### src/inc/counter_array_pkg.sv
`default_nettype none
package counter_array_pkg;
  localparam int COUNT_WIDTH = 16;
  localparam logic [15:0] COUNT_MAX = 16'hffff;

  // register offsets
  localparam logic [7:0] OFS_STATUS      = 8'hd8;
  localparam logic [7:0] OFS_MODE        = 8'hd9;
  localparam logic [7:0] OFS_PWM_CFG     = 8'hf7;
  localparam logic [7:0] OFS_COUNT_LO    = 8'he1;
  localparam logic [7:0] OFS_COUNT_HI    = 8'he2;
  localparam logic [7:0] OFS_CMP_BASE    = 8'he8;

  // field positions
  localparam int STATUS_OVF_BIT  = 7;
  localparam int MODE_IDLE_BIT   = 7;
  localparam int MODE_WATCHDOG_ENABLE_BIT_BIT   = 6;
  localparam int MODE_LOCK_BIT   = 5;
  localparam int MODE_TB_LSB     = 1;
  localparam int MODE_TB_MSB     = 3;
  localparam int MODE_IRQ_EN_BIT = 0;
  localparam int PWM_BANK_BIT    = 7;

  // reset values
  localparam logic [7:0] MODE_RESET    = 8'h40;
  localparam logic [7:0] PWM_CFG_RESET = 8'h00;
  localparam logic [7:0] STATUS_RESET  = 8'h00;

  // timebase encodings and divide counts
  typedef enum logic [2:0] {
    TB_DIV12   = 3'h0,
    TB_DIV4    = 3'h1,
    TB_TIMER0  = 3'h2,
    TB_EXT_FALL = 3'h3,
    TB_SYSCLK  = 3'h4,
    TB_EXT_DIV8 = 3'h5
  } timebase_t;

  localparam logic [3:0] DIV12_LAST   = 4'hb;
  localparam logic [1:0] DIV4_LAST    = 2'h3;
  localparam logic [2:0] EXT_DIV_LAST = 3'h7;
endpackage
`default_nettype wire

### src/inc/compare_bank_if.sv
`default_nettype none
interface compare_bank_if #(
  parameter int N_MODULES = 3
);
  logic                    wr_en;
  logic [1:0]              idx;
  logic                    hi_sel;
  logic                    reload_sel;
  logic [7:0]              wdata;
  logic [7:0]              rdata;
  logic                    reload_now;
  logic [N_MODULES-1:0]    reload_mode;
  logic [16*N_MODULES-1:0] compare_flat;

  modport ctrl (
    output wr_en,
    output idx,
    output hi_sel,
    output reload_sel,
    output wdata,
    output reload_now,
    output reload_mode,
    input  rdata,
    input  compare_flat
  );

  modport bank (
    input  wr_en,
    input  idx,
    input  hi_sel,
    input  reload_sel,
    input  wdata,
    input  reload_now,
    input  reload_mode,
    output rdata,
    output compare_flat
  );
endinterface
`default_nettype wire

### src/logic/counter_array_mode_config.sv
// Function
// - idle suspend set stops the counter while the cpu idles.
// - watchdog enable set raises the watchdog_active output.
// - after reset watchdog enabled; mode register reads with only that bit.
// - enable bit or lock bit either one enables the watchdog.
// - once locked, disabling the watchdog is ignored until reset.
// - timebase select picks clock/12, /4, timer0, ext falls, clock, ext/8.
// - external clock divided by eight is synchronised before counting.
// - overflow flag sets on ffff to 0000 wrap, held until cleared.
// - overflow irq enable gates the flag onto the interrupt request.
// - while watchdog enabled, writes leave other mode bits unchanged.
// - reload bank select steers compare byte accesses to reload regs.
// - reload registers act only in reload-capable pwm modes.
// - unused mode bit 4 reads zero and ignores writes.
`default_nettype none
module counter_array_mode_config #(
  parameter int N_MODULES = 3
) (
  input  wire logic                    sys_clk,
  input  wire logic                    resetn,
  input  wire logic [7:0]              reg_addr,
  input  wire logic [7:0]              reg_wdata,
  input  wire logic                    reg_wr,
  input  wire logic                    reg_rd,
  output logic      [7:0]              reg_rdata,
  input  wire logic                    cpu_idle,
  input  wire logic                    counter_run,
  input  wire logic                    timer0_overflow,
  input  wire logic                    external_count_input,
  input  wire logic                    ext_clk,
  input  wire logic [N_MODULES-1:0]    reload_pwm_mode,
  output logic      [15:0]             counter_value,
  output logic                         counter_overflow_flag,
  output logic                         irq_request,
  output logic                         watchdog_active,
  output logic                         counter_suspended,
  output logic      [16*N_MODULES-1:0] compare_values
);
  if (N_MODULES < 1 || N_MODULES > 4) begin : g_chk
    $error("N_MODULES must be 1 to 4");
  end

  // register fields and internal state
  logic        idle_suspend_q;
  logic        watchdog_enable_bit_q;
  logic        lock_q;
  logic [2:0]  tb_sel_q;
  logic        irq_en_q;
  logic        reload_bank_q;
  logic        ovf_flag_q;
  logic [15:0] counter_q;
  logic [7:0]  rdata_q;
  logic        irq_q;
  logic        wd_active_q;
  logic        suspended_q;
  logic [15:0] cmp_out_q [N_MODULES];
  logic        tick;

  compare_bank_if #(.N_MODULES(N_MODULES)) bank_bus ();

  // address decode
  wire wr_mode   = reg_wr && (reg_addr == counter_array_pkg::OFS_MODE);
  wire wr_pwm    = reg_wr && (reg_addr == counter_array_pkg::OFS_PWM_CFG);
  wire wr_status = reg_wr && (reg_addr == counter_array_pkg::OFS_STATUS);
  wire [7:0] cmp_ofs = reg_addr - counter_array_pkg::OFS_CMP_BASE;
  wire cmp_hit = (reg_addr >= counter_array_pkg::OFS_CMP_BASE) &&
                 (cmp_ofs < 8'(2 * N_MODULES));

  // lock or enable freezes the rest of the mode register
  wire wd_on  = watchdog_enable_bit_q | lock_q;
  wire frozen = wd_on;
  wire wd_bit = reg_wdata[counter_array_pkg::MODE_WATCHDOG_ENABLE_BIT_BIT];
  // locked: a written zero cannot clear the enable
  wire watchdog_enable_bit_d = lock_q ? (watchdog_enable_bit_q | wd_bit) : wd_bit;

  always_ff @(posedge sys_clk) begin
    if (!resetn) begin
      idle_suspend_q <= counter_array_pkg::MODE_RESET[
                          counter_array_pkg::MODE_IDLE_BIT];
      watchdog_enable_bit_q         <= counter_array_pkg::MODE_RESET[
                          counter_array_pkg::MODE_WATCHDOG_ENABLE_BIT_BIT];
      lock_q         <= counter_array_pkg::MODE_RESET[
                          counter_array_pkg::MODE_LOCK_BIT];
      tb_sel_q       <= counter_array_pkg::MODE_RESET[
                          counter_array_pkg::MODE_TB_MSB:
                          counter_array_pkg::MODE_TB_LSB];
      irq_en_q       <= counter_array_pkg::MODE_RESET[
                          counter_array_pkg::MODE_IRQ_EN_BIT];
    end else if (wr_mode) begin
      watchdog_enable_bit_q <= watchdog_enable_bit_d;
      if (!frozen) begin
        idle_suspend_q <= reg_wdata[counter_array_pkg::MODE_IDLE_BIT];
        lock_q         <= reg_wdata[counter_array_pkg::MODE_LOCK_BIT];
        tb_sel_q       <= reg_wdata[counter_array_pkg::MODE_TB_MSB:
                                    counter_array_pkg::MODE_TB_LSB];
        irq_en_q       <= reg_wdata[counter_array_pkg::MODE_IRQ_EN_BIT];
      end
    end
  end

  always_ff @(posedge sys_clk) begin
    if (!resetn) begin
      reload_bank_q <= counter_array_pkg::PWM_CFG_RESET[
                         counter_array_pkg::PWM_BANK_BIT];
    end else if (wr_pwm) begin
      reload_bank_q <= reg_wdata[counter_array_pkg::PWM_BANK_BIT];
    end
  end

  timebase_gen u_timebase (
    .sys_clk              (sys_clk),
    .resetn               (resetn),
    .tb_sel               (tb_sel_q),
    .timer0_overflow      (timer0_overflow),
    .external_count_input (external_count_input),
    .ext_clk              (ext_clk),
    .tick                 (tick)
  );

  // counter and overflow flag
  wire suspend  = idle_suspend_q & cpu_idle;
  wire count_en = tick & counter_run & ~suspend;
  wire wrap     = count_en && (counter_q == counter_array_pkg::COUNT_MAX);
  wire flag_clr = wr_status &&
                  !reg_wdata[counter_array_pkg::STATUS_OVF_BIT];
  // a wrap in the clearing cycle keeps the flag set
  wire flag_d   = wrap | (ovf_flag_q & ~flag_clr);

  always_ff @(posedge sys_clk) begin
    if (!resetn) begin
      counter_q  <= 16'h0000;
      ovf_flag_q <= counter_array_pkg::STATUS_RESET[
                      counter_array_pkg::STATUS_OVF_BIT];
    end else begin
      if (count_en) begin
        counter_q <= counter_q + 16'h0001;
      end
      ovf_flag_q <= flag_d;
    end
  end

  always_ff @(posedge sys_clk) begin
    if (!resetn) begin
      irq_q       <= 1'b0;
      wd_active_q <= 1'b0;
      suspended_q <= 1'b0;
    end else begin
      irq_q       <= ovf_flag_q & irq_en_q;
      wd_active_q <= wd_on;
      suspended_q <= suspend;
    end
  end

  // compare bank access
  assign bank_bus.wr_en       = reg_wr && cmp_hit;
  assign bank_bus.idx         = cmp_ofs[2:1];
  assign bank_bus.hi_sel      = cmp_ofs[0];
  assign bank_bus.reload_sel  = reload_bank_q;
  assign bank_bus.wdata       = reg_wdata;
  assign bank_bus.reload_now  = wrap;
  assign bank_bus.reload_mode = reload_pwm_mode;

  compare_bank #(.N_MODULES(N_MODULES)) u_bank (
    .sys_clk (sys_clk),
    .resetn  (resetn),
    .bus     (bank_bus)
  );

  // registered copy so the top outputs stay flop-driven
  for (genvar i = 0; i < N_MODULES; i++) begin : g_cmp_out
    always_ff @(posedge sys_clk) begin
      if (!resetn) begin
        cmp_out_q[i] <= 16'h0000;
      end else begin
        cmp_out_q[i] <= bank_bus.compare_flat[16*i +: 16];
      end
    end
    assign compare_values[16*i +: 16] = cmp_out_q[i];
  end

  // read data mux
  wire [7:0] mode_rd = {idle_suspend_q, watchdog_enable_bit_q, lock_q, 1'b0,
                        tb_sel_q, irq_en_q};
  wire [7:0] pwm_rd  = {reload_bank_q, 7'h00};
  wire [7:0] stat_rd = {ovf_flag_q, 7'h00};
  wire [7:0] rd_mux  =
    (reg_addr == counter_array_pkg::OFS_MODE)     ? mode_rd :
    (reg_addr == counter_array_pkg::OFS_PWM_CFG)  ? pwm_rd :
    (reg_addr == counter_array_pkg::OFS_STATUS)   ? stat_rd :
    (reg_addr == counter_array_pkg::OFS_COUNT_LO) ? counter_q[7:0] :
    (reg_addr == counter_array_pkg::OFS_COUNT_HI) ? counter_q[15:8] :
    cmp_hit                                       ? bank_bus.rdata :
                                                    8'h00;

  // data only in the cycle after the read strobe
  always_ff @(posedge sys_clk) begin
    if (!resetn) begin
      rdata_q <= 8'h00;
    end else begin
      rdata_q <= reg_rd ? rd_mux : 8'h00;
    end
  end

  assign reg_rdata             = rdata_q;
  assign counter_value         = counter_q;
  assign counter_overflow_flag = ovf_flag_q;
  assign irq_request           = irq_q;
  assign watchdog_active       = wd_active_q;
  assign counter_suspended     = suspended_q;
endmodule
`default_nettype wire

### src/logic/timebase_gen.sv
`default_nettype none
module timebase_gen (
  input  wire logic       sys_clk,
  input  wire logic       resetn,
  input  wire logic [2:0] tb_sel,
  input  wire logic       timer0_overflow,
  input  wire logic       external_count_input,
  input  wire logic       ext_clk,
  output logic            tick
);
  logic [3:0] div12_q;
  logic [1:0] div4_q;
  logic       eci_prev_q;
  logic       ext_meta_q;
  logic       ext_sync_q;
  logic       ext_prev_q;
  logic [2:0] ext_cnt_q;
  logic       tick_q;

  wire div12_hit = (div12_q == counter_array_pkg::DIV12_LAST);
  wire div4_hit  = (div4_q == counter_array_pkg::DIV4_LAST);
  // input is synchronous; one stage suffices for the edge
  wire eci_fall  = eci_prev_q & ~external_count_input;
  wire ext_rise  = ext_sync_q & ~ext_prev_q;
  wire ext_hit   = ext_rise & (ext_cnt_q == counter_array_pkg::EXT_DIV_LAST);

  logic tick_d;
  always_comb begin
    unique case (tb_sel)
      counter_array_pkg::TB_DIV12:    tick_d = div12_hit;
      counter_array_pkg::TB_DIV4:     tick_d = div4_hit;
      counter_array_pkg::TB_TIMER0:   tick_d = timer0_overflow;
      counter_array_pkg::TB_EXT_FALL: tick_d = eci_fall;
      counter_array_pkg::TB_SYSCLK:   tick_d = 1'b1;
      counter_array_pkg::TB_EXT_DIV8: tick_d = ext_hit;
      default:                        tick_d = 1'b0;
    endcase
  end

  always_ff @(posedge sys_clk) begin
    if (!resetn) begin
      div12_q    <= 4'h0;
      div4_q     <= 2'h0;
      eci_prev_q <= 1'b0;
      tick_q     <= 1'b0;
    end else begin
      div12_q    <= div12_hit ? 4'h0 : div12_q + 4'h1;
      div4_q     <= div4_q + 2'h1;
      eci_prev_q <= external_count_input;
      tick_q     <= tick_d;
    end
  end

  // external clock is asynchronous to sys_clk: two-stage sync
  always_ff @(posedge sys_clk) begin
    if (!resetn) begin
      ext_meta_q <= 1'b0;
      ext_sync_q <= 1'b0;
      ext_prev_q <= 1'b0;
      ext_cnt_q  <= 3'h0;
    end else begin
      ext_meta_q <= ext_clk;
      ext_sync_q <= ext_meta_q;
      ext_prev_q <= ext_sync_q;
      if (ext_rise) begin
        ext_cnt_q <= ext_cnt_q + 3'h1;
      end
    end
  end

  assign tick = tick_q;
endmodule
`default_nettype wire

### src/logic/compare_bank.sv
`default_nettype none
module compare_bank #(
  parameter int N_MODULES = 3
) (
  input  wire logic     sys_clk,
  input  wire logic     resetn,
  compare_bank_if.bank  bus
);
  logic [15:0] cmp_q [N_MODULES];
  logic [15:0] rel_q [N_MODULES];

  for (genvar i = 0; i < N_MODULES; i++) begin : g_mod
    wire sel    = bus.wr_en && (bus.idx == 2'(i));
    wire wr_cmp = sel && !bus.reload_sel;
    wire wr_rel = sel && bus.reload_sel;
    // reload only for modules in a reload-capable pwm mode
    wire do_rel = bus.reload_now && bus.reload_mode[i];

    always_ff @(posedge sys_clk) begin
      if (!resetn) begin
        cmp_q[i] <= 16'h0000;
        rel_q[i] <= 16'h0000;
      end else begin
        if (wr_rel && bus.hi_sel) begin
          rel_q[i][15:8] <= bus.wdata;
        end else if (wr_rel) begin
          rel_q[i][7:0] <= bus.wdata;
        end
        // software write beats a same-cycle reload
        if (wr_cmp && bus.hi_sel) begin
          cmp_q[i][15:8] <= bus.wdata;
        end else if (wr_cmp) begin
          cmp_q[i][7:0] <= bus.wdata;
        end else if (do_rel) begin
          cmp_q[i] <= rel_q[i];
        end
      end
    end

    assign bus.compare_flat[16*i +: 16] = cmp_q[i];
  end

  wire [15:0] rd_word = bus.reload_sel ? rel_q[bus.idx] : cmp_q[bus.idx];
  assign bus.rdata = bus.hi_sel ? rd_word[15:8] : rd_word[7:0];
endmodule
`default_nettype wire

### config.mk
export PLATFORM = sky130hd
export DESIGN_NAME = counter_array_mode_config
export DESIGN_NICKNAME = d
export VERILOG_FILES = /design/src/inc/counter_array_pkg.sv /design/src/inc/compare_bank_if.sv /design/src/logic/counter_array_mode_config.sv /design/src/logic/timebase_gen.sv /design/src/logic/compare_bank.sv
export SDC_FILE = /design/constraint.sdc
export NUM_CORES = 1
export LEC_CHECK = 0
export ABC_AREA = 1
export BUFFER_PORTS_ARGS = -buffer_cell sky130_fd_sc_hd__buf_2
export CORE_MARGIN = 3
export CORE_UTILIZATION = 52
export DETAILED_ROUTE_END_ITERATION = 7
export PLACE_DENSITY_LB_ADDON = 0.25
export SLEW_MARGIN = 0
export SYNTH_ARGS = -nofsm -noshare
export SYNTH_HDL_FRONTEND = slang
export SYNTH_SLANG_ARGS = --single-unit
### constraint.sdc
create_clock -name sys_clk -period 2.2 [get_ports sys_clk]
set_input_delay 0 -clock sys_clk [delete_from_list [all_inputs] [get_ports sys_clk]]
set_output_delay 0 -clock sys_clk [all_outputs]
set_load 0.01 [all_outputs]
After elaboration in Yosys (flattened, before gate mapping). Memory sizes are Yosys's and may differ from the RTL's. Index checks and enable logic that the tools add are counted.

Register bits: 50. Bits in latches: 0. Memory bits (writable): 144. Bits in read-only memories: 0. Input bits: 28. Output and inout port bits: 76. Memories kept: 3.

Add/sub/neg operators: 5. $mul: 0. Div/mod/pow operators: 0. Magnitude comparators: 2. Equality and inequality tests: 16. Shift operators: 0. Muxes and demuxes: 90. Bitwise operators: 39. Reductions and logical operators: 33.

Memory list: cmp_out_q (depth 3, width 16, rd ports 3, clocked after memory_dff 0, wr ports 3, RTL line counter_array_mode_config.sv:56) `logic [15:0] cmp_out_q [N_MODULES];`; u_bank.cmp_q (depth 3, width 16, rd ports 4, clocked after memory_dff 0, wr ports 3, RTL line compare_bank.sv:9) `logic [15:0] cmp_q [N_MODULES];`; u_bank.rel_q (depth 3, width 16, rd ports 4, clocked after memory_dff 0, wr ports 3, RTL line compare_bank.sv:10) `logic [15:0] rel_q [N_MODULES];`.

Operators by type and width (number): $mux 8 (25); $mux 16 (4); $mux 1 (60); $eq 8x8->1 const B (5); $logic_and 1x1->1 (25); $or 1x1->1 (24); $add 16x1->16 const B (1); $eq 16x16->1 const B (1); $eq 3x3->1 const B (3); $and 1x1->1 (8); $ge 8x8->1 const B (1); $lt 8x3->1 const B (1); $sub 8x8->8 const B (1); $not 1->1 (7); $eq 3x2->1 const B (2); $pmux 1 s6 (1); $reduce_or 5->1 (1); $add 4x1->4 const B (1); $eq 2x2->1 const B (2); $eq 4x4->1 const B (1); $reduce_and 2->1 (2); $add 3x1->3 const B (1); $eq 3x1->1 const B (1); $logic_not 3->1 (1); other kinds (5) (6).

Longest topological paths before layout. Gate-level depths: netlist of the first run.

Word-level depth: 12. Gate-level depth with buffers: 12.

Modules after synthesis. A second synthesis of the first run with hierarchy kept.

Cell total of the unflattened synthesis: 1031. Area, all modules: 8783.4 um2.

Modules (own cells, without submodules): compare_bank (instances 1, cells an instance 526, area each 4868.4 um2, seq. area each 2882.8 um2); counter_array_mode_config (instances 1, cells an instance 436, area each 3354.5 um2, seq. area each 1681.6 um2); timebase_gen (instances 1, cells an instance 69, area each 560.5 um2, seq. area each 280.3 um2).

Worst setup path after synthesis of the first run. OpenSTA, ideal clock, no wires.

Kind: input -> register. Start: input port reg_addr[3]. End: memory u_bank.rel_q[1][0] (enable). Arrival time: 1732 ps. Data required time: 1816 ps. Slack: 84 ps. Stages: 8. Cells stage by stage: inv_1 > ha_1 > nand3_1 > nor2_8 > nand2_4 > nor3_1 > inv_1 > o21ai_0.

RTL lines: start: declaration (RTL line counter_array_mode_config.sv:21) `input wire logic [7:0] reg_addr,`; end: declaration (RTL line compare_bank.sv:10).

==> flow_summary.yaml, run 1 <==
worst_setup_path:
  timing.rr.start: "counter_value[1]"
  cp-end-kind: "register"
  path_common_cell: "nor2_1"
  reg2reg_depth: 10
  startpoint: "counter_value[1]"
  crit_fanout: 9
  path_cells: "ha_1, inv_1, nor2_1, nand4_1, nor2_1, nand3_1, nor2_1, buf_4, nand2_1, nand3_1"
  cp.arrival_ns: 2.13
  slowest_delay_ns: 0.34
  critical_path_class: "reg -> reg"
  critPathSlowestCell: "dfxtp_1"
  required_ns: 2.28
  regToRegSetupSlack_ns: 0.15
  startpoint_type: "register"
sta:
  setup_viol: 0
  setup_ws_ns: 0.151
  worstMarginPinSlew_ns: 1.11
  finalSetupTns_ns: 0
  period_share_pct: 93.1
  rsz0062_at_grt: "yes"
  max_slew_margin_pct: 25.8
  period_needed_ns: 2.05
  max_freq_mhz: 488
  slew_violations: 0
  skew_ns: 0.00953
  hold_viol_final: 0
final_layout:
  n_antenna_cell: 0
  layoutNonFillerInstCount: 1369
  multiInputGateArea_um2: 3020
  drive_gt1_share_pct: 16.1
  seq_area_um2: 4680
  layout.nets: 1179
  final_area_um2: 10000
  final_common_cell: "nand2_1"
  layout_common_cells: "202 x nand2_1, 147 x nor2_1, 139 x inv_1"
  area_growth_pct: 18.6
  fill_cells: 1354
grt:
  grt_util_all_layers_pct: 26.7
  grt_max_degree: 77
  grt_overflow: 0
  antenna_found_initial: 0
  grt_pass1_wl_um: 36700
  grt_pass1_vias: 6715
placement:
  io_buffers: 103
  hpwl_um: 17600
  placed_cell_area_um2: 9290
  placed_cells: 1323
  gp_congestion: 0.949
  place_ws_ns: 0.0994
power_and_ir_drop:
  pwr-share-clk_pct: 41.7
  vdd_drop_max_uv: 553
  pwr_density_cell_nw_per_um2: 741
  p_comb_share_pct: 6.2
  power_switching_uw: 1750
  power.internal_uw: 5680
  power_uw: 7430
  power.leakage_uw: 0.00470
  swShare_pct: 23.5
  seqPwrFrac_pct: 52.1
clock_tree:
  cts_made_buffers: 17
  post_cts_resized: 0
  clkSlewWorstSetupHoldPaths_ns: 0.07
  cts_tree: "done"
  cts_setup_buffers: 0
  cts_root_buf: "clkbuf_16"
  htreeDepth: 4
  clkSinkCount: 194
  cts_max_path_buffers: 2
  insertion_delay_ns: 0.43
drt:
  via_per_inst: 5.40
  drt_iter0_markers: 905
  num_vias: 7399
  route.detailed.drc: 0
  ant_nets: 0
  routed_wl_um: 23900
  drtPass1Iterations: 6
  wl_per_cell_um: 17.4
synthesis:
  yosysSeqAreaShare_pct: 55.4
  syn_inst: 1015
  yosysUniqueCellTypes: 41
  mappedNetlistArea_um2: 8460
  syn_nets: 1049
  synth-warning-count: 0
  async_flop_share_pct: 0
  synth_edf_count: 80
  ys_seq_elements: 194
  syn_avg_cell_area_um2: 8.33
  synth_ff_type: "dfxtp_1"
floorplanning:
  chipWidth_um: 134
  die_area_um2: 17800
  ioPinCount: 104
  start_util_pct: 54.4
  rows: 45
  die_h_um: 134
  core-area_um2: 15500
job:
  drv_cap: 0
worst_hold_path:
  hp-class: "in -> reg"
  min-delay-start: "reg_rd"
  min_path_cells: 5
outcome:
  outcome: "completed"
-- per-layer routing --
metal  vias up  part of all wire, %  track usage [%]
met5         -                    0                0
met4         0                  2.9             8.97
met3        65                   10             4.91
met2       423                   43             40.2
met1      3340                   44             39.1
li1       3571                    -                -
-- stage by stage --
step                hold slack (ns)  util (%)
CTS                         0.00134      64.5
detailed placement            0.202      59.8
global placement              0.194      59.8
finish                      0.00120      64.5
global route                 0.0575      64.5
floorplan                    0.0976         -
-- synth_stat cells, types with 2 or more instances --
cell,instances,share of area (%)
inv_4,2,0.15
clkinv_1,7,0.31
nand2_1,202,9.0
a21oi_1,23,1.4
a31oi_1,2,0.15
edfxtp_1,80,28
nor4_1,2,0.15
nor2_1,147,6.5
nand2_4,3,0.40
nand3_1,111,6.6
nand4_1,17,1.3
buf_6,2,0.27
nand2_2,4,0.30
dfxtp_1,114,27
nor2_2,3,0.22
xor2_1,3,0.31
nor3_1,16,0.95
o221ai_1,4,0.41
o211ai_1,20,1.8
inv_1,139,6.2
o21ai_0,45,2.7
ha_1,6,0.89
buf_1,6,0.27
clkbuf_1,14,0.62
buf_2,12,0.71
nor3_4,2,0.38
buf_4,3,0.27
o22ai_1,13,0.96
-- cell families (layout without fill, tap and decap cells) --
| kind of cell | count (synthesis) | in the layout | synth area share, % |
|---|---|---|---|
| adder cells (fa/ha/maj) | 6 | 6 | 0.888 |
| buffers and inverters | 187 | 330 | 8.86 |
| flip-flops | 194 | 194 | 55.4 |
| AO/OA/AOI/OAI | 110 | 110 | 7.58 |
| AND/OR/NAND/NOR | 515 | 515 | 27.0 |
| XOR/XNOR | 3 | 3 | 0.311 |
-- worst max-delay path: cells and delay by family, from the launching register on --
kind / cells / cell delay [ns]
buffers and inverters: 2 / 0.25
DFF: 1 / 0.34
and+or+nand+nor: 7 / 0.93
adders and majority gates: 1 / 0.17
-- worst paths after layout --
check	end
setup / recovery	u_bank.cmp_q[1][8]
hold / removal	reg_rdata[1]
setup reg to reg	u_bank.cmp_q[1][8]
hold reg to reg	u_timebase.ext_sync_q
-- registers in the layout (all words and copies together) (netlist names), 2 cells and up --
register and flops:
cmp_out_q 48, u_bank.cmp_q 48, u_bank.rel_q 48, counter_value 16
reg_rdata 8, u_timebase.div12_q 4, tb_sel_q 3, u_timebase.ext_cnt_q 3
u_timebase.div4_q 2
-- power by group through the flow --
stage                     combinational [uW]  clock (uW)  sequential [uW]
after floorplan                          238           0             3940
after global placement                   435           0             3950
after detailed placement                 434           0             3950
after CTS                                453        3130             3870
after global routing                     499        3270             3880
final                                    460        3100             3870
-- layout make-up --
cell class / count / area share (%)
sequential: 194 / 46.7
multi-input combinational: 634 / 30.1
timing repair buffer: 148 / 8.86
inverter: 150 / 5.68
clock buffer: 21 / 4.82
tap: 211 / 2.63
clock inverter: 11 / 1.15
-- timing repair --
action,in CTS,in global routing
endpoints found under the setup margin,0,32
hold endpoints to repair,29,0
hold buffers,14,0
Note: power is estimated with default switching activity, not from simulation.
==> run 2: changes to the inputs <==
CORE_UTILIZATION = 35   (was 52)
==> flow_summary.yaml, run 2 (synthesis gave the netlist of run 1 again) <==
floorplanning:
  die_area_um2: 26100
  ioPinCount: 104
  chipWidth_um: 161
  die_h_um: 161
  start_util_pct: 35.8
  core-area_um2: 23600
  rows: 56
final_layout:
  n_antenna_cell: 0
  layout_common_cells: "202 x nand2_1, 147 x nor2_1, 139 x inv_1"
  final_util_pct: 43.4
  top_regs: "cmp_out_q (48), u_bank.cmp_q (48), u_bank.rel_q (48)"
  final_common_cell: "nand2_1"
  fill_cells: 2377
  drive_gt1_share_pct: 16.6
  final_area_um2: 10200
  layout.nets: 1187
  area_growth_pct: 21.1
worst_setup_path:
  timing.rr.start: "counter_value[0]"
  cp.arrival_ns: 2.52
  startpoint_type: "primary input"
  timing.rr.end: "u_bank.cmp_q[0][14]"
  cp-end-kind: "register"
  reg2reg_depth: 10
  critical_path_class: "in -> reg"
  regToRegSetupSlack_ns: 0.09
  crit_fanout: 5
  required_ns: 2.59
drt:
  drt_iter0_markers: 816
  route.detailed.drc: 0
  wl_per_cell_um: 17.1
  routed_wl_um: 25400
  via_per_inst: 4.96
  ant_nets: 0
  num_vias: 7373
  drtPass1Iterations: 5
power_and_ir_drop:
  vdd_drop_max_uv: 375
  pwr_density_cell_nw_per_um2: 735
  power.leakage_uw: 0.00474
job:
  drv_cap: 0
sta:
  slew_violations: 0
  period_share_pct: 96.9
  worstMarginPinSlew_ns: 1.18
  rsz0062_at_grt: "yes"
  max_freq_mhz: 469
  period_needed_ns: 2.13
  max_slew_margin_pct: 20.9
  skew_ns: 0.0103
  setup_viol: 0
  hold_viol_final: 0
clock_tree:
  cts_made_buffers: 17
  insertion_delay_ns: 0.45
  cts_root_buf: "clkbuf_16"
  post_cts_resized: 0
  clkSlewWorstSetupHoldPaths_ns: 0.08
  cts_max_path_buffers: 2
  cts_setup_buffers: 0
  cts_tree: "done"
  htreeDepth: 4
  clkSinkCount: 194
worst_hold_path:
  hold_path_end: "reg_rdata[4]"
  min-delay-start: "reg_addr[3]"
  hp-class: "in -> reg"
  min_path_cells: 6
grt:
  antenna_found_initial: 0
  grt_max_degree: 49
  grt_util_all_layers_pct: 19.5
  grt_pass1_wl_um: 39400
  grt_overflow: 0
  grt_pass1_vias: 6910
placement:
  placed_cell_area_um2: 9460
  hpwl_um: 18900
  io_buffers: 103
  gp_congestion: 0.979
outcome:
  outcome: "completed"
## run 2: through the flow
step	setup WS, ns	setup TNS, ns	power [uW]	instances	hold slack [ns]
floorplan	0.0836	0	4180	1015	0.0976
global placement	0.148	0	4390	1436	0.182
detailed placement	0.0306	0	4390	1436	0.186
CTS	0.113	0	7590	1485	0.00325
global route	-0.0764	-1.62	7810	1485	0.0588
finish	0.0684	0	7530	1485	0.0279
## run 2: how the worst max path moves through the flow
| stage | start | slack [ns] | end |
|---|---|---|---|
| after floorplan | reg_addr[3] | 0.08 | u_bank.rel_q[1][0] |
| after global placement | counter_value[0] | 0.15 | u_bank.cmp_q[1][9] |
| after detailed placement | reg_addr[3] | 0.03 | u_bank.cmp_q[0][10] |
| final | reg_wr | 0.07 | watchdog_enable_bit_q |
| after global routing | counter_value[1] | -0.08 | u_bank.cmp_q[1][12] |
| after CTS | counter_value[0] | 0.11 | u_bank.cmp_q[0][11] |
## run 2: critical path, stage by stage
cell	delay, ns
dlygate4sd3_1	0.54
buf_2	0.20
inv_1	0.07
nor4_1	0.43
nand2_1	0.09
dlygate4sd3_1	0.57
nand3_1	0.08
dlygate4sd3_1	0.55
## run 2: layer usage
metal  up-vias  track usage, %  share of wire, %
met4         0            6.45               2.3
met3        33            3.23               5.8
met2       263            31.4                47
li1       3585               -                 -
met5         -               0                 0
met1      3492            26.7                45
## run 2: what timing repair did
item | CTS | global route
setup endpoints to repair | 0 | 33
hold endpoints to repair | 35 | 0
hold buffers | 17 | 0
## run 2: power breakdown
group / internal (uW) / switching, uW
combinational: 135 / 326
sequential: 3820 / 46.7
clock: 1560 / 1640
total: 5520 / 2010
## run 2: layout make-up
class                      count  area [um^2]  share of cell area [%]
timing repair buffer         156          956                    9.33
inverter                     150          569                    5.56
tap                          319          399                    3.90
multi-input combinational    634         3020                    29.5
clock buffer                  17          425                    4.15
sequential                   194         4680                    45.7
clock inverter                15          185                    1.81
==> run 3: changes to the inputs <==
SETUP_SLACK_MARGIN = 0.15   (was not set)
SYNTH_HIERARCHICAL = 1   (was not set)
==> flow_summary.yaml, run 3 <==
power_and_ir_drop:
  pwr_density_cell_nw_per_um2: 709
  power_switching_uw: 1780
  swShare_pct: 23.3
  power.leakage_uw: 0.00500
  pwr-share-clk_pct: 41.8
  power_uw: 7620
  seqPwrFrac_pct: 51.8
  p_comb_share_pct: 6.4
  power.internal_uw: 5840
  vdd_drop_max_uv: 442
floorplanning:
  core-area_um2: 24500
  die_h_um: 164
  die_area_um2: 27000
  chipWidth_um: 164
  rows: 57
  start_util_pct: 35.9
  ioPinCount: 104
worst_setup_path:
  reg2reg_depth: 12
  crit_fanout: 8
  required_ns: 2.46
  timing.rr.start: "counter_value[1]"
  regToRegSetupSlack_ns: 0.09
  cp.arrival_ns: 2.38
  critPathCapture: "u_bank/cmp_q[2][9]"
  startpoint_type: "register"
  critical_path_class: "reg -> reg"
  cp-end-kind: "register"
  startpoint: "counter_value[1]"
  timing.rr.end: "u_bank/cmp_q[2][9]"
synthesis:
  mappedNetlistArea_um2: 8780
  ys_seq_elements: 194
  synth_edf_count: 96
  syn_inst: 1031
  async_flop_share_pct: 0
  ys_top_cells_by_count: "238 x nand2_1, 179 x nand3_1, 106 x inv_1"
  syn_avg_cell_area_um2: 8.52
  synth_ff_type: "dfxtp_1"
  synth-warning-count: 6
  syn_nets: 1065
  yosysSeqAreaShare_pct: 55.2
  yosysUniqueCellTypes: 39
  yosysMostFrequentCell: "nand2_1"
  ys_top_cells_by_area: "edfxtp_1 33%, dfxtp_1 22%, nand3_1 10%"
  yosysTopAreaCellShare_pct: 32.8
  synth_top_cell_by_area: "edfxtp_1"
sta:
  slew_violations: 0
  worstMarginPinSlew_ns: 0.627
  max_freq_mhz: 473
  period_needed_ns: 2.11
  skew_ns: 0.0116
  period_share_pct: 96.1
  max_slew_margin_pct: 57.9
  rsz0062_at_grt: "yes"
  setup_viol: 0
  hold_viol_final: 0
placement:
  hpwl_um: 19600
  io_buffers: 103
  placed_cell_area_um2: 9840
  placed_cells: 1456
  gp_congestion: 0.978
drt:
  via_per_inst: 4.93
  num_vias: 7425
  wl_per_cell_um: 17.2
  drt_iter0_markers: 693
  routed_wl_um: 25800
  route.detailed.drc: 0
  ant_nets: 0
  drtPass1Iterations: 5
outcome:
  outcome: "completed"
clock_tree:
  cts_max_path_buffers: 2
  clkSlewWorstSetupHoldPaths_ns: 0.07
  cts_root_buf: "clkbuf_16"
  htreeDepth: 4
  cts_made_buffers: 17
  cts_tree: "done"
  insertion_delay_ns: 0.44
  clkSinkCount: 194
final_layout:
  final_common_cell: "nand2_1"
  final_area_um2: 10700
  layoutNonFillerInstCount: 1506
  top_regs: "cmp_out_q (48), u_bank/cmp_q (48), u_bank/rel_q (48)"
  layout_common_cells: "233 x nand2_1, 169 x nand3_1, 106 x inv_1"
  layout.nets: 1203
  n_antenna_cell: 0
  drive_gt1_share_pct: 21.7
  area_growth_pct: 22.3
grt:
  grt_pass1_vias: 6847
  antenna_found_initial: 0
  grt_pass1_wl_um: 38900
  grt_max_degree: 51
  grt_overflow: 0
  grt_util_all_layers_pct: 19.2
worst_hold_path:
  hp-class: "in -> reg"
job:
  drv_cap: 0
[run 3: cell count changes in the layout (fill, tap and decap cells not counted), sizes merged, moves of 6 or more]
cell | before | now
nand3 | 112 | 181
nand2 | 209 | 252
a21oi | 23 | 60
nor2 | 152 | 115
inv | 152 | 123
o211ai | 20 | 0
dfxtp | 114 | 98
edfxtp | 80 | 96
o22ai | 13 | 0
nand4 | 17 | 5
nor3 | 19 | 8
clkinv | 12 | 3
clkbuf | 17 | 25
o21ai | 46 | 40
[run 3: layer usage]
layer / track usage, % / share of wire [%] / vias to the layer above
met5: 0.947 / 0 / -
met1: 26.4 / 45 / 3418
met3: 4.06 / 6.9 / 48
met4: 8.43 / 3.4 / 0
met2: 29.1 / 45 / 297
li1: - / - / 3662
[run 3: per-stage QoR]
stage | setup TNS, ns | utilization [%] | worst slack, ns | hold WS, ns
3_3_place_gp | 0 | 40.2 | 0.0975 | 0.182
3_5_place_dp | 0 | 40.2 | 0.0566 | 0.186
5_1_grt | -1.06 | 43.9 | -0.0404 | 0.0945
4_1_cts | 0 | 43.4 | 0.155 | 0.0518
2_1_floorplan | -0.321 | - | -0.0200 | 0.0935
6_report | 0 | 43.9 | 0.0852 | 0.0623
[run 3: logic make-up (layout without fill, tap and decap cells)]
group | Yosys count | in the layout | share of synthesized area (%)
compound gates | 105 | 105 | 6.27
simple gates | 565 | 565 | 29.8
flops | 194 | 194 | 55.2
fa+ha+maj | 6 | 6 | 0.855
buf+inv | 158 | 309 | 7.62
xor+xnor | 3 | 3 | 0.299
[run 3: final cells by class]
type	count	area (um^2)
fill	2413	13700
inverter	119	449
sequential	194	4860
tap	324	405
clock buffer	24	526
multi-input combinational	679	3430
timing repair buffer	158	991
clock inverter	8	82.6
[run 3: power groups by stage]
stage	clock, uW	combinational, uW	sequential [uW]
after floorplan	0	244	4020
after global placement	0	458	4030
after detailed placement	0	459	4030
after CTS	3260	482	3940
after global routing	3400	532	3950
final	3190	485	3950
[run 3: worst max-delay path, stage by stage (launching register included)]
cell and delay [ns]:
dfxtp_4 0.37, ha_4 0.15, nand2_4 0.06, nor2_4 0.13, nand3_2 0.09, nor2_2 0.14
nand4_1 0.11, nor2_2 0.18, nand2_4 0.10, nor2_4 0.23, buf_8 0.16, nand3_1 0.08
o21ai_1 0.14
[run 3: how the worst min path moves through the flow]
stage | slack (ns) | cells past startpoint | from | to
floorplan | 0.09 | 2 | external_count_input | u_timebase/eci_prev_q
global placement | 0.18 | 3 | ext_clk | u_timebase/ext_meta_q
detailed placement | 0.19 | 3 | ext_clk | u_timebase/ext_meta_q
CTS | 0.05 | 4 | resetn | u_timebase/div4_q[1]
global route | 0.09 | 4 | resetn | u_timebase/div4_q[1]
finish | 0.06 | 4 | reg_addr[4] | bank_bus.reload_sel
[run 3: timing repair]
action | in CTS | in global routing
endpoints found under the hold margin | 29 | 0
hold buffers | 13 | 0
endpoints found under the setup margin | 71 | 95
setup buffers | 0 | 3
cloned | 0 | 2
pin swaps | 5 | 6
resized for setup | 10 | 27
